## config.mk

```make
export PLATFORM = sky130hd
export DESIGN_NAME = axis_command_request_arbiter
export DESIGN_NICKNAME = d
export VERILOG_FILES = /design/src/rtl/axis_request_pkg.sv /design/src/rtl/axis_command_request_arbiter.sv
export SDC_FILE = /design/constraint.sdc
export NUM_CORES = 1
export LEC_CHECK = 0
export ABC_AREA = 1
export BUFFER_PORTS_ARGS = -buffer_cell sky130_fd_sc_hd__buf_2
export CORE_MARGIN = 10
export CORE_UTILIZATION = 30
export DETAILED_ROUTE_END_ITERATION = 8
export SLEW_MARGIN = 20
export SYNTH_ARGS = -nofsm -noshare
export SYNTH_HDL_FRONTEND = slang
export SYNTH_SLANG_ARGS = --single-unit
```

## constraint.sdc

```tcl
create_clock -name clk -period 3.7 [get_ports clk]
set_input_delay 0 -clock clk [delete_from_list [all_inputs] [get_ports clk]]
set_output_delay 0 -clock clk [all_outputs]
set_load 0.1 [all_outputs]
```

## src/rtl/axis_request_pkg.sv

```systemverilog
// Constants, field positions and types for the four-axis command request block.
// Assumes one 40 MHz clock shared by the host port and the pulse generators.
package axis_request_pkg;
   localparam int AXES = 4;
   localparam int DATA_W = 16;
   localparam int ADDR_W = 8;
   localparam int KIND_W = 6;

   // Clock figures
   localparam int CLK_PERIOD_NS = 25;

   // Register map
   localparam logic [ADDR_W-1:0] ADDR_REQ_BASE = 8'h00;
   localparam logic [ADDR_W-1:0] ADDR_STAT_BASE = 8'h10;
   localparam logic [ADDR_W-1:0] ADDR_SERVO = 8'h30;
   localparam logic [ADDR_W-1:0] AXIS_IDX_MASK = 8'h03;
   localparam logic [DATA_W-1:0] WORD_RESET = 16'h0000;

   // Request word bit positions
   localparam int BIT_SINGLE = 0;
   localparam int BIT_MULTI = 1;
   localparam int BIT_HOME = 2;
   localparam int BIT_JOG_FWD = 3;
   localparam int BIT_JOG_REV = 4;
   localparam int BIT_FORCED = 5;
   localparam int BIT_DECEL = 6;
   localparam int BIT_PULSER = 7;
   localparam int BIT_JOGPOS_ARM = 8;
   localparam int BIT_JOGPOS_TRIG = 9;
   localparam int BIT_SERVO_LOCK = 10;
   localparam int BIT_SERVO_REL = 11;
   localparam int BIT_ERR_CLEAR = 15;

   // Status word bit positions
   localparam int STAT_BUSY = 0;
   localparam int STAT_DONE = 1;
   localparam int STAT_ERR = 2;
   localparam int STAT_KIND_LSB = 8;

   typedef enum logic [1:0]
   {
      AX_IDLE = 2'h1,
      AX_RUN = 2'h2
   } axState_t;

   typedef enum logic [KIND_W-1:0]
   {
      KIND_NONE = 6'h00,
      KIND_SINGLE = 6'h01,
      KIND_MULTI = 6'h02,
      KIND_HOME = 6'h04,
      KIND_JOG_FWD = 6'h08,
      KIND_JOG_REV = 6'h10,
      KIND_JOGPOS = 6'h20
   } opKind_t;

   typedef struct packed {
      logic [AXES-1:0][DATA_W-1:0] req;
      logic [AXES-1:0][DATA_W-1:0] prev;
      axState_t [AXES-1:0] st;
      opKind_t [AXES-1:0] kind;
      logic [AXES-1:0] start;
      logic [AXES-1:0] done;
      logic [AXES-1:0] err;
      logic [AXES-1:0] servo;
      logic [AXES-1:0] trig;
      logic [AXES-1:0] error_clear;
      logic [DATA_W-1:0] rdata;
   } state_t;
endpackage

```

## src/rtl/axis_command_request_arbiter.sv

```systemverilog
// Per-axis request words, priority arbitration of starts and stops, servo lock latch.
// Assumes pulse generators and the host port run on clk; completion and error
// strobes arrive as one-cycle pulses from the generators.
//
// Contract
// Rising single_move_start launches a single target move.
// Rising multi_point_start launches a chained target move.
// Rising home_return_start launches a home return.
// Rising jog_fwd or jog_rev launches JOG forward or reverse.
// forced_stop ends any running operation at once, no ramp.
// decel_stop makes the running operation decelerate to standstill.
// Pulser input is enabled only while pulser_enable is high.
// jog_position_arm starts JOG positioning, active while held high.
// jog_position_trigger acts only when arm already high; not arbitrated.
// Edge of servo_lock_req sets the servo-on output, which then holds.
// Edge of servo_release_req clears servo-on; the only way to release.
// Going to halt mode leaves servo-on unchanged.
// Servo-on state of every axis is readable by the host.
// Rising error_clear clears the pending axis error.
// While a stop bit is high no start is accepted.
// While a stop bit is high error_clear is not executed.
// Several simultaneous requests at idle: only highest priority starts.
// While running, new operation requests are ignored.
// Servo lock and release bypass motion arbitration.
// Host locks the servo before requesting motion.
// Host clears stop bits before new request or error clear.
// Four request words at consecutive word offsets from the base.
// Busy is high from operation start until completion.
// Done rises at completion or stop; falls when next operation starts.
// With both stop bits high, forced stop wins.
// Starts act on the rising edge of the request bit.
`timescale 1ns/100ps
module axis_command_request_arbiter
   import axis_request_pkg::*;
(
   input wire logic clk,
   input wire logic rst_n,
   input wire logic [ADDR_W-1:0] addr,
   input wire logic [DATA_W-1:0] wrData,
   input wire logic wrStrobe,
   input wire logic rdStrobe,
   output logic [DATA_W-1:0] rdData,
   input wire logic haltMode,
   input wire logic [AXES-1:0] opComplete,
   input wire logic [AXES-1:0] errorEvent,
   output logic [AXES-1:0] opStart,
   output logic [AXES-1:0][KIND_W-1:0] opKind,
   output logic [AXES-1:0] busy,
   output logic [AXES-1:0] motionDone,
   output logic [AXES-1:0] axisError,
   output logic [AXES-1:0] forcedStop,
   output logic [AXES-1:0] decelStop,
   output logic [AXES-1:0] pulserEnable,
   output logic [AXES-1:0] jogPosActive,
   output logic [AXES-1:0] jogPosTrigger,
   output logic [AXES-1:0] errorClear,
   output logic [AXES-1:0] servoOn
);

   state_t state_q;
   state_t state_d;
   logic [AXES-1:0][DATA_W-1:0] rise;
   logic [AXES-1:0] stopAny;
   logic [AXES-1:0] running;

   always_comb
   begin
      for (int a = 0; a < AXES; a++)
      begin
         rise[a] = state_q.req[a] & ~state_q.prev[a];
         stopAny[a] = state_q.req[a][BIT_FORCED] | state_q.req[a][BIT_DECEL];
         running[a] = (state_q.st[a] == AX_RUN);
      end
   end

   always_comb
   begin
      logic hitReq;
      logic hitStat;
      logic [1:0] idx;
      logic [DATA_W-1:0] statWord;
      hitReq = 1'b0;
      hitStat = 1'b0;
      idx = 2'h0;
      statWord = WORD_RESET;
      state_d = state_q;
      state_d.start = '0;
      state_d.trig = '0;
      state_d.error_clear = '0;

      idx = addr[1:0];
      hitReq = ((addr & ~AXIS_IDX_MASK) == ADDR_REQ_BASE);
      hitStat = ((addr & ~AXIS_IDX_MASK) == ADDR_STAT_BASE);

      for (int a = 0; a < AXES; a++)
      begin
         state_d.prev[a] = state_q.req[a];
      end
      if (wrStrobe && hitReq)
      begin
         state_d.req[idx] = wrData;
      end

      for (int a = 0; a < AXES; a++)
      begin
         unique case (state_q.st[a])
            AX_IDLE:
            begin
               // Stop bits and halt mode block every start
               if (!stopAny[a] && !haltMode)
               begin
                  // Fixed priority: lowest request bit wins
                  if (rise[a][BIT_SINGLE])
                  begin
                     state_d.kind[a] = KIND_SINGLE;
                     state_d.start[a] = 1'b1;
                  end
                  else if (rise[a][BIT_MULTI])
                  begin
                     state_d.kind[a] = KIND_MULTI;
                     state_d.start[a] = 1'b1;
                  end
                  else if (rise[a][BIT_HOME])
                  begin
                     state_d.kind[a] = KIND_HOME;
                     state_d.start[a] = 1'b1;
                  end
                  else if (rise[a][BIT_JOG_FWD])
                  begin
                     state_d.kind[a] = KIND_JOG_FWD;
                     state_d.start[a] = 1'b1;
                  end
                  else if (rise[a][BIT_JOG_REV])
                  begin
                     state_d.kind[a] = KIND_JOG_REV;
                     state_d.start[a] = 1'b1;
                  end
                  else if (rise[a][BIT_JOGPOS_ARM])
                  begin
                     state_d.kind[a] = KIND_JOGPOS;
                     state_d.start[a] = 1'b1;
                  end
               end
               if (state_d.start[a])
               begin
                  state_d.st[a] = AX_RUN;
                  state_d.done[a] = 1'b0;
               end
            end
            AX_RUN:
            begin
               // New start requests are not looked at while running
               if (state_q.req[a][BIT_FORCED])
               begin
                  state_d.st[a] = AX_IDLE;
                  state_d.done[a] = 1'b1;
               end
               else if (opComplete[a])
               begin
                  state_d.st[a] = AX_IDLE;
                  state_d.done[a] = 1'b1;
               end
               if (state_q.kind[a] == KIND_JOGPOS && state_q.req[a][BIT_JOGPOS_ARM] &&
                   rise[a][BIT_JOGPOS_TRIG] && !stopAny[a])
               begin
                  state_d.trig[a] = 1'b1;
               end
            end
         endcase

         // Error flag: a new error wins over a clear in the same cycle
         if (rise[a][BIT_ERR_CLEAR] && !stopAny[a])
         begin
            state_d.err[a] = 1'b0;
            state_d.error_clear[a] = 1'b1;
         end
         if (errorEvent[a])
         begin
            state_d.err[a] = 1'b1;
         end

         // Servo latch, independent of arbitration and of halt mode
         if (rise[a][BIT_SERVO_LOCK])
         begin
            state_d.servo[a] = 1'b1;
         end
         if (rise[a][BIT_SERVO_REL])
         begin
            state_d.servo[a] = 1'b0;
         end
      end

      if (rdStrobe)
      begin
         state_d.rdata = WORD_RESET;
         if (hitReq)
         begin
            state_d.rdata = state_q.req[idx];
         end
         else if (hitStat)
         begin
            statWord[STAT_BUSY] = (state_q.st[idx] == AX_RUN);
            statWord[STAT_DONE] = state_q.done[idx];
            statWord[STAT_ERR] = state_q.err[idx];
            statWord[STAT_KIND_LSB +: KIND_W] = state_q.kind[idx];
            state_d.rdata = statWord;
         end
         else if (addr == ADDR_SERVO)
         begin
            state_d.rdata[AXES-1:0] = state_q.servo;
         end
      end
   end

   always_ff @(posedge clk)
   begin
      if (!rst_n)
      begin
         state_q.req <= '0;
         state_q.prev <= '0;
         state_q.st <= {AXES{AX_IDLE}};
         state_q.kind <= {AXES{KIND_NONE}};
         state_q.start <= '0;
         state_q.done <= '0;
         state_q.err <= '0;
         state_q.servo <= '0;
         state_q.trig <= '0;
         state_q.error_clear <= '0;
         state_q.rdata <= WORD_RESET;
      end
      else
      begin
         state_q <= state_d;
      end
   end

   always_comb
   begin
      rdData = state_q.rdata;
      opStart = state_q.start;
      motionDone = state_q.done;
      axisError = state_q.err;
      servoOn = state_q.servo;
      jogPosTrigger = state_q.trig;
      errorClear = state_q.error_clear;
      busy = running;
      for (int a = 0; a < AXES; a++)
      begin
         opKind[a] = state_q.kind[a];
         forcedStop[a] = state_q.req[a][BIT_FORCED];
         decelStop[a] = state_q.req[a][BIT_DECEL] & ~state_q.req[a][BIT_FORCED];
         pulserEnable[a] = state_q.req[a][BIT_PULSER] & ~stopAny[a];
         jogPosActive[a] = running[a] && state_q.kind[a] == KIND_JOGPOS &&
                           state_q.req[a][BIT_JOGPOS_ARM];
      end
   end

   for (genvar g = 0; g < AXES; g++)
   begin : gen_chk

   end
endmodule

```

# Yosys cells after proc, flatten, opt, wreduce, memory -nomap -nowiden
# Index checks and enable logic that the tools add are counted.
# totals
register_bits,200
latchBits,0
mem_bits_rw,0
mem_bits_ro,0
out_inout_bits,84
n_memories,0
# op_classes
add_sub_neg,0
n_mul,0
n_div,0
n_lt_le_gt_ge,2
n_eq_ne,23
shifts,0
muxes,121
bitwise,29
n_reduce_logical,64
# ops
cell,n
two-way mux 6 bit,25
bitwise AND 16 bit,4
bitwise mux 64 bit,1
inverter 16 bit,4
two-way mux 1 bit,62
two-way mux 16 bit,3
binary-select mux 16 bit (select 2 bit),1
demux 16 bit (select 2 bit),1
logical AND 1 bit,30
two-way mux 2 bit,13
"equality test 6 bit, second input constant",4
AND reduction 2 bit,12
nonzero test 6 bit,4
case mux 2 bit (2 select lines),4
binary-select mux 6 bit (select 2 bit),1
"!= test 3 bit, second input constant",4
AND reduction 3 bit,4
"equality test 2 bit, second input constant",5
two-way mux 10 bit,1
inverter 1 bit,9
bitwise AND 1 bit,8
"equality test 2 x 1 -> 1 bit, second input constant",4
"equality test 8 x 6 -> 1 bit, second input constant",1
zero test 8 bit,1
other kinds (12),33

# Logic depth before layout (Yosys ltp)
# depth
depth_word,12
mapped_depth,11
ltp_nobuf,11

# Least setup slack after synthesis
# OpenSTA, ideal clock, no wires.
# synth_timing
path_type,reg-to-reg
start,register state_q[69] (netlist bit)
end,register state_q (netlist bit jogPosTrigger[2])
arrival_time_ns,3.916
required_ns,3.622
slack_ns,-0.294
path_stages_with_launch,6
path_buffers,0
period_less_slack_ns,3.994
path_cell_list,dfxtp_1 inv_1 nor2_1 nand4_1 nor4_1 and3_1
# synth_between
elab_chain_len,2
# synth_lines
item,line_no,text
from (decl),axis_command_request_arbiter.sv:60,state_t state_q;
from (signal assigned),axis_command_request_arbiter.sv:233,state_q <= state_d;
equality test 2 bit,axis_command_request_arbiter.sv:106,unique case (state_q.st[a])
AND reduction 2 bit (no source line),n/a,
# No other way between the ends.
# A chain may end at the register's enable or synchronous reset.

# Worst setup path after layout
# layout_timing
start,register state_q[69] (netlist bit)
end,output port jogPosActive[2]
# layout_between
elab_chain_len,3
# layout_lines
item,line_no,text
equality test 2 bit,axis_command_request_arbiter.sv:72,running[a] = (state_q.st[a] == AX_RUN);
logical AND 1 bit (2 in a row),axis_command_request_arbiter.sv:253,jogPosActive[a] = running[a] && state_q.kind[a] == KIND_JOGPOS &&
to (decl),axis_command_request_arbiter.sv:54,"output logic [AXES-1:0] jogPosActive,"
# No other way between the ends.

==> metrics <==
post-place setup slack=1.80 ns; worst r2r dst=opKind[22]; GP Congestion=0.889; crit path cell chain=inv_1, nor2_1, nand4_1, nor4_2, buf_2; Mapped Nets=1,119; Distinct cells, synth=42; DRC Markers=0; Min-Delay Startpoint=opComplete[2]; Non-Filler Instances=1,486; Initial Util=0.307; Core Util, Final=0.353; First-pass DRT Iterations=5; VDD IR max=0.000301 V; cell count after synthesis=1,082; Ys Warns=0; Vias/cell=4.70; DRT iter0 DRCs=671; slew margin rel.=0.347; crit end category=primary output; largest net degree at the start of global routing=81; clk_skew=0.0124 ns; CTS tree=yes; count of final hold-check violations=0; total congestion overflow=0; hold path cells=5; GRT Util Overall=0.153; Worst-path clk slew=0.06 ns; CTS Buf Count=17; Port Buf Inserts=120; Post-Syn Area=7800 sq um; Tcrit/Tclk final=0.558; latest clock arrival within the worst-skew pair=0.44 ns; CP arrival=2.06 ns; area of the multi-input gates=3030 sq um; fin nets=1,178; Final Power=4.04 mW; CP Class=register to primary output; CP peak stage delay=0.51 ns; Reg-to-Reg Start=forcedStop[3]; max-cap viol count=0; WHS=0.0234 ns; half-perimeter wire length after placement=19,200 um; post-synthesis sequential area ratio=0.452; Layout area overhead=15.0%; io pins=121; commonest non-fill, non-tap cell in the layout=nand2_1; initial antenna violation count=3; # rows=58; chip height=181 um; RSZ-0062 raised after global routing=false; # H-tree levels=4; Least-Margin Pin Slew=0.978 ns; leakage power=4.52 nW; CTS max path bufs=2; Worst Hold End=state_q[68]; crit path max fanout=4; Setup crit start=state_q[69]; vias in the first global route=6,584; Worst EP required=3.70 ns; Cell Pwr Density=450 nW/um^2; global-route wire length before repair=39,200 um; Core ar.=25,400 sq um; Num Clock Sinks=176; DP Area=8130 sq um; worst hold path type=primary input to register; Setup Viol. Count Final=0; Placed Cells incl. Taps=1,428; Sequential Area=3520 sq um; Slew Limit Fails=0; final WL=25,900 um; setup ws final=1.64 ns; Peak Freq=0.484 GHz; status=finished, final reports clean; Startpoint Class=register; mean post-synth cell area=7.21 sq um; reg2reg path depth=7; Worst path slowest cell=buf_2; routed len/inst=17.4 um; Worst R2R Setup Slack=2.06 ns; Tmin final=2.06 ns; number of routed nets with antenna violations=0; layout cells sized above 1=0.162; Die X=181 um; Post-Route Setup TNS=0 ns; commonest cells after routing, fill and taps aside=nand2_1 (215), nor2_1 (203), dfxtp_1 (176); DR vias=6,984; Design Area, Final=8970 sq um; register bit total from synthesis=176; Root Buffer Master=clkbuf_16; die area=32,800 sq um; number of fill cells=2,728
-- Yosys cell counts, drive strengths merged --
library cell	n	area [sq um]
a211oi	4	30.0
a21oi	21	105
a22o	2	17.5
a22oi	12	90.1
a31oi	1	6.26
and2	1	6.26
and3	3	18.8
buf	90	658
clkbuf	16	60.1
clkinv	2	8.75
dfxtp	176	3520
inv	142	538
nand2	219	851
nand3	40	233
nand3b	2	15.0
nand4	19	119
nor2	211	865
nor3	5	30.0
nor3b	1	7.51
nor4	6	43.8
o21a	1	7.51
o21ai	92	460
o22ai	11	68.8
or2	3	18.8
or3b	2	17.5
-- power breakdown --
group          internal [mW]  leakage [nW]  switching (mW)  total (mW)
combinational         0.0628          2.81           0.192       0.255
clock                   1.07         0.284           0.789        1.85
sequential              1.91          1.42          0.0159        1.93
-- repair_timing --
| item | CTS | global route |
|---|---|---|
| hold buffers | 24 | 0 |
| hold endpoints to repair | 81 | 0 |
| gates resized for setup | 0 | 0 |
| setup buffers | 0 | 0 |
-- state kept, by name (all words and copies together), names as in the netlist, 16 cells and up --
signal	count
state_q	48
rdData	16
state_d	60
opKind	24
-- logic make-up (layout without fill, tap and decap cells) --
logic type,count (synthesis),in the layout,share of synthesized area
flops,176,176,0.452
other cells,0,3,0
buf+inv,250,321,0.162
compound gates,144,144,0.101
simple gates,512,512,0.285
-- per-layer routing --
layer	vias to the layer above	track usage	share of wire
met5	-	0	0
met4	0	0.0514	0.020
met3	32	0.0492	0.087
met2	270	0.243	0.45
met1	3241	0.192	0.44
li1	3441	-	-
-- worst max path at each step --
stage          slack (ns)                to
2_1_floorplan         1.0  jogPosTrigger[2]
3_3_place_gp         1.80         rdData[6]
3_5_place_dp         1.80         rdData[6]
4_1_cts              1.62   jogPosActive[0]
5_1_grt              1.55   jogPosActive[0]
6_report             1.64   jogPosActive[2]
-- layout make-up --
cell class	count	area share
Sequential cell	176	0.393
Multi-Input combinational cell	656	0.338
Timing Repair Buffer	146	0.0957
Inverter	144	0.0610
Clock buffer	19	0.0483
Tap cell	330	0.0460
Clock inverter	12	0.0177
Antenna cell	3	0.000837
-- critical path: cells and delay by family, from the launching register on --
kind,cells,cell delay [ns]
flip-flops,1,0.34
AND/OR/NAND/NOR,3,0.73
buffers and inverters,2,0.57
Power figures use the tool's default switching activity.
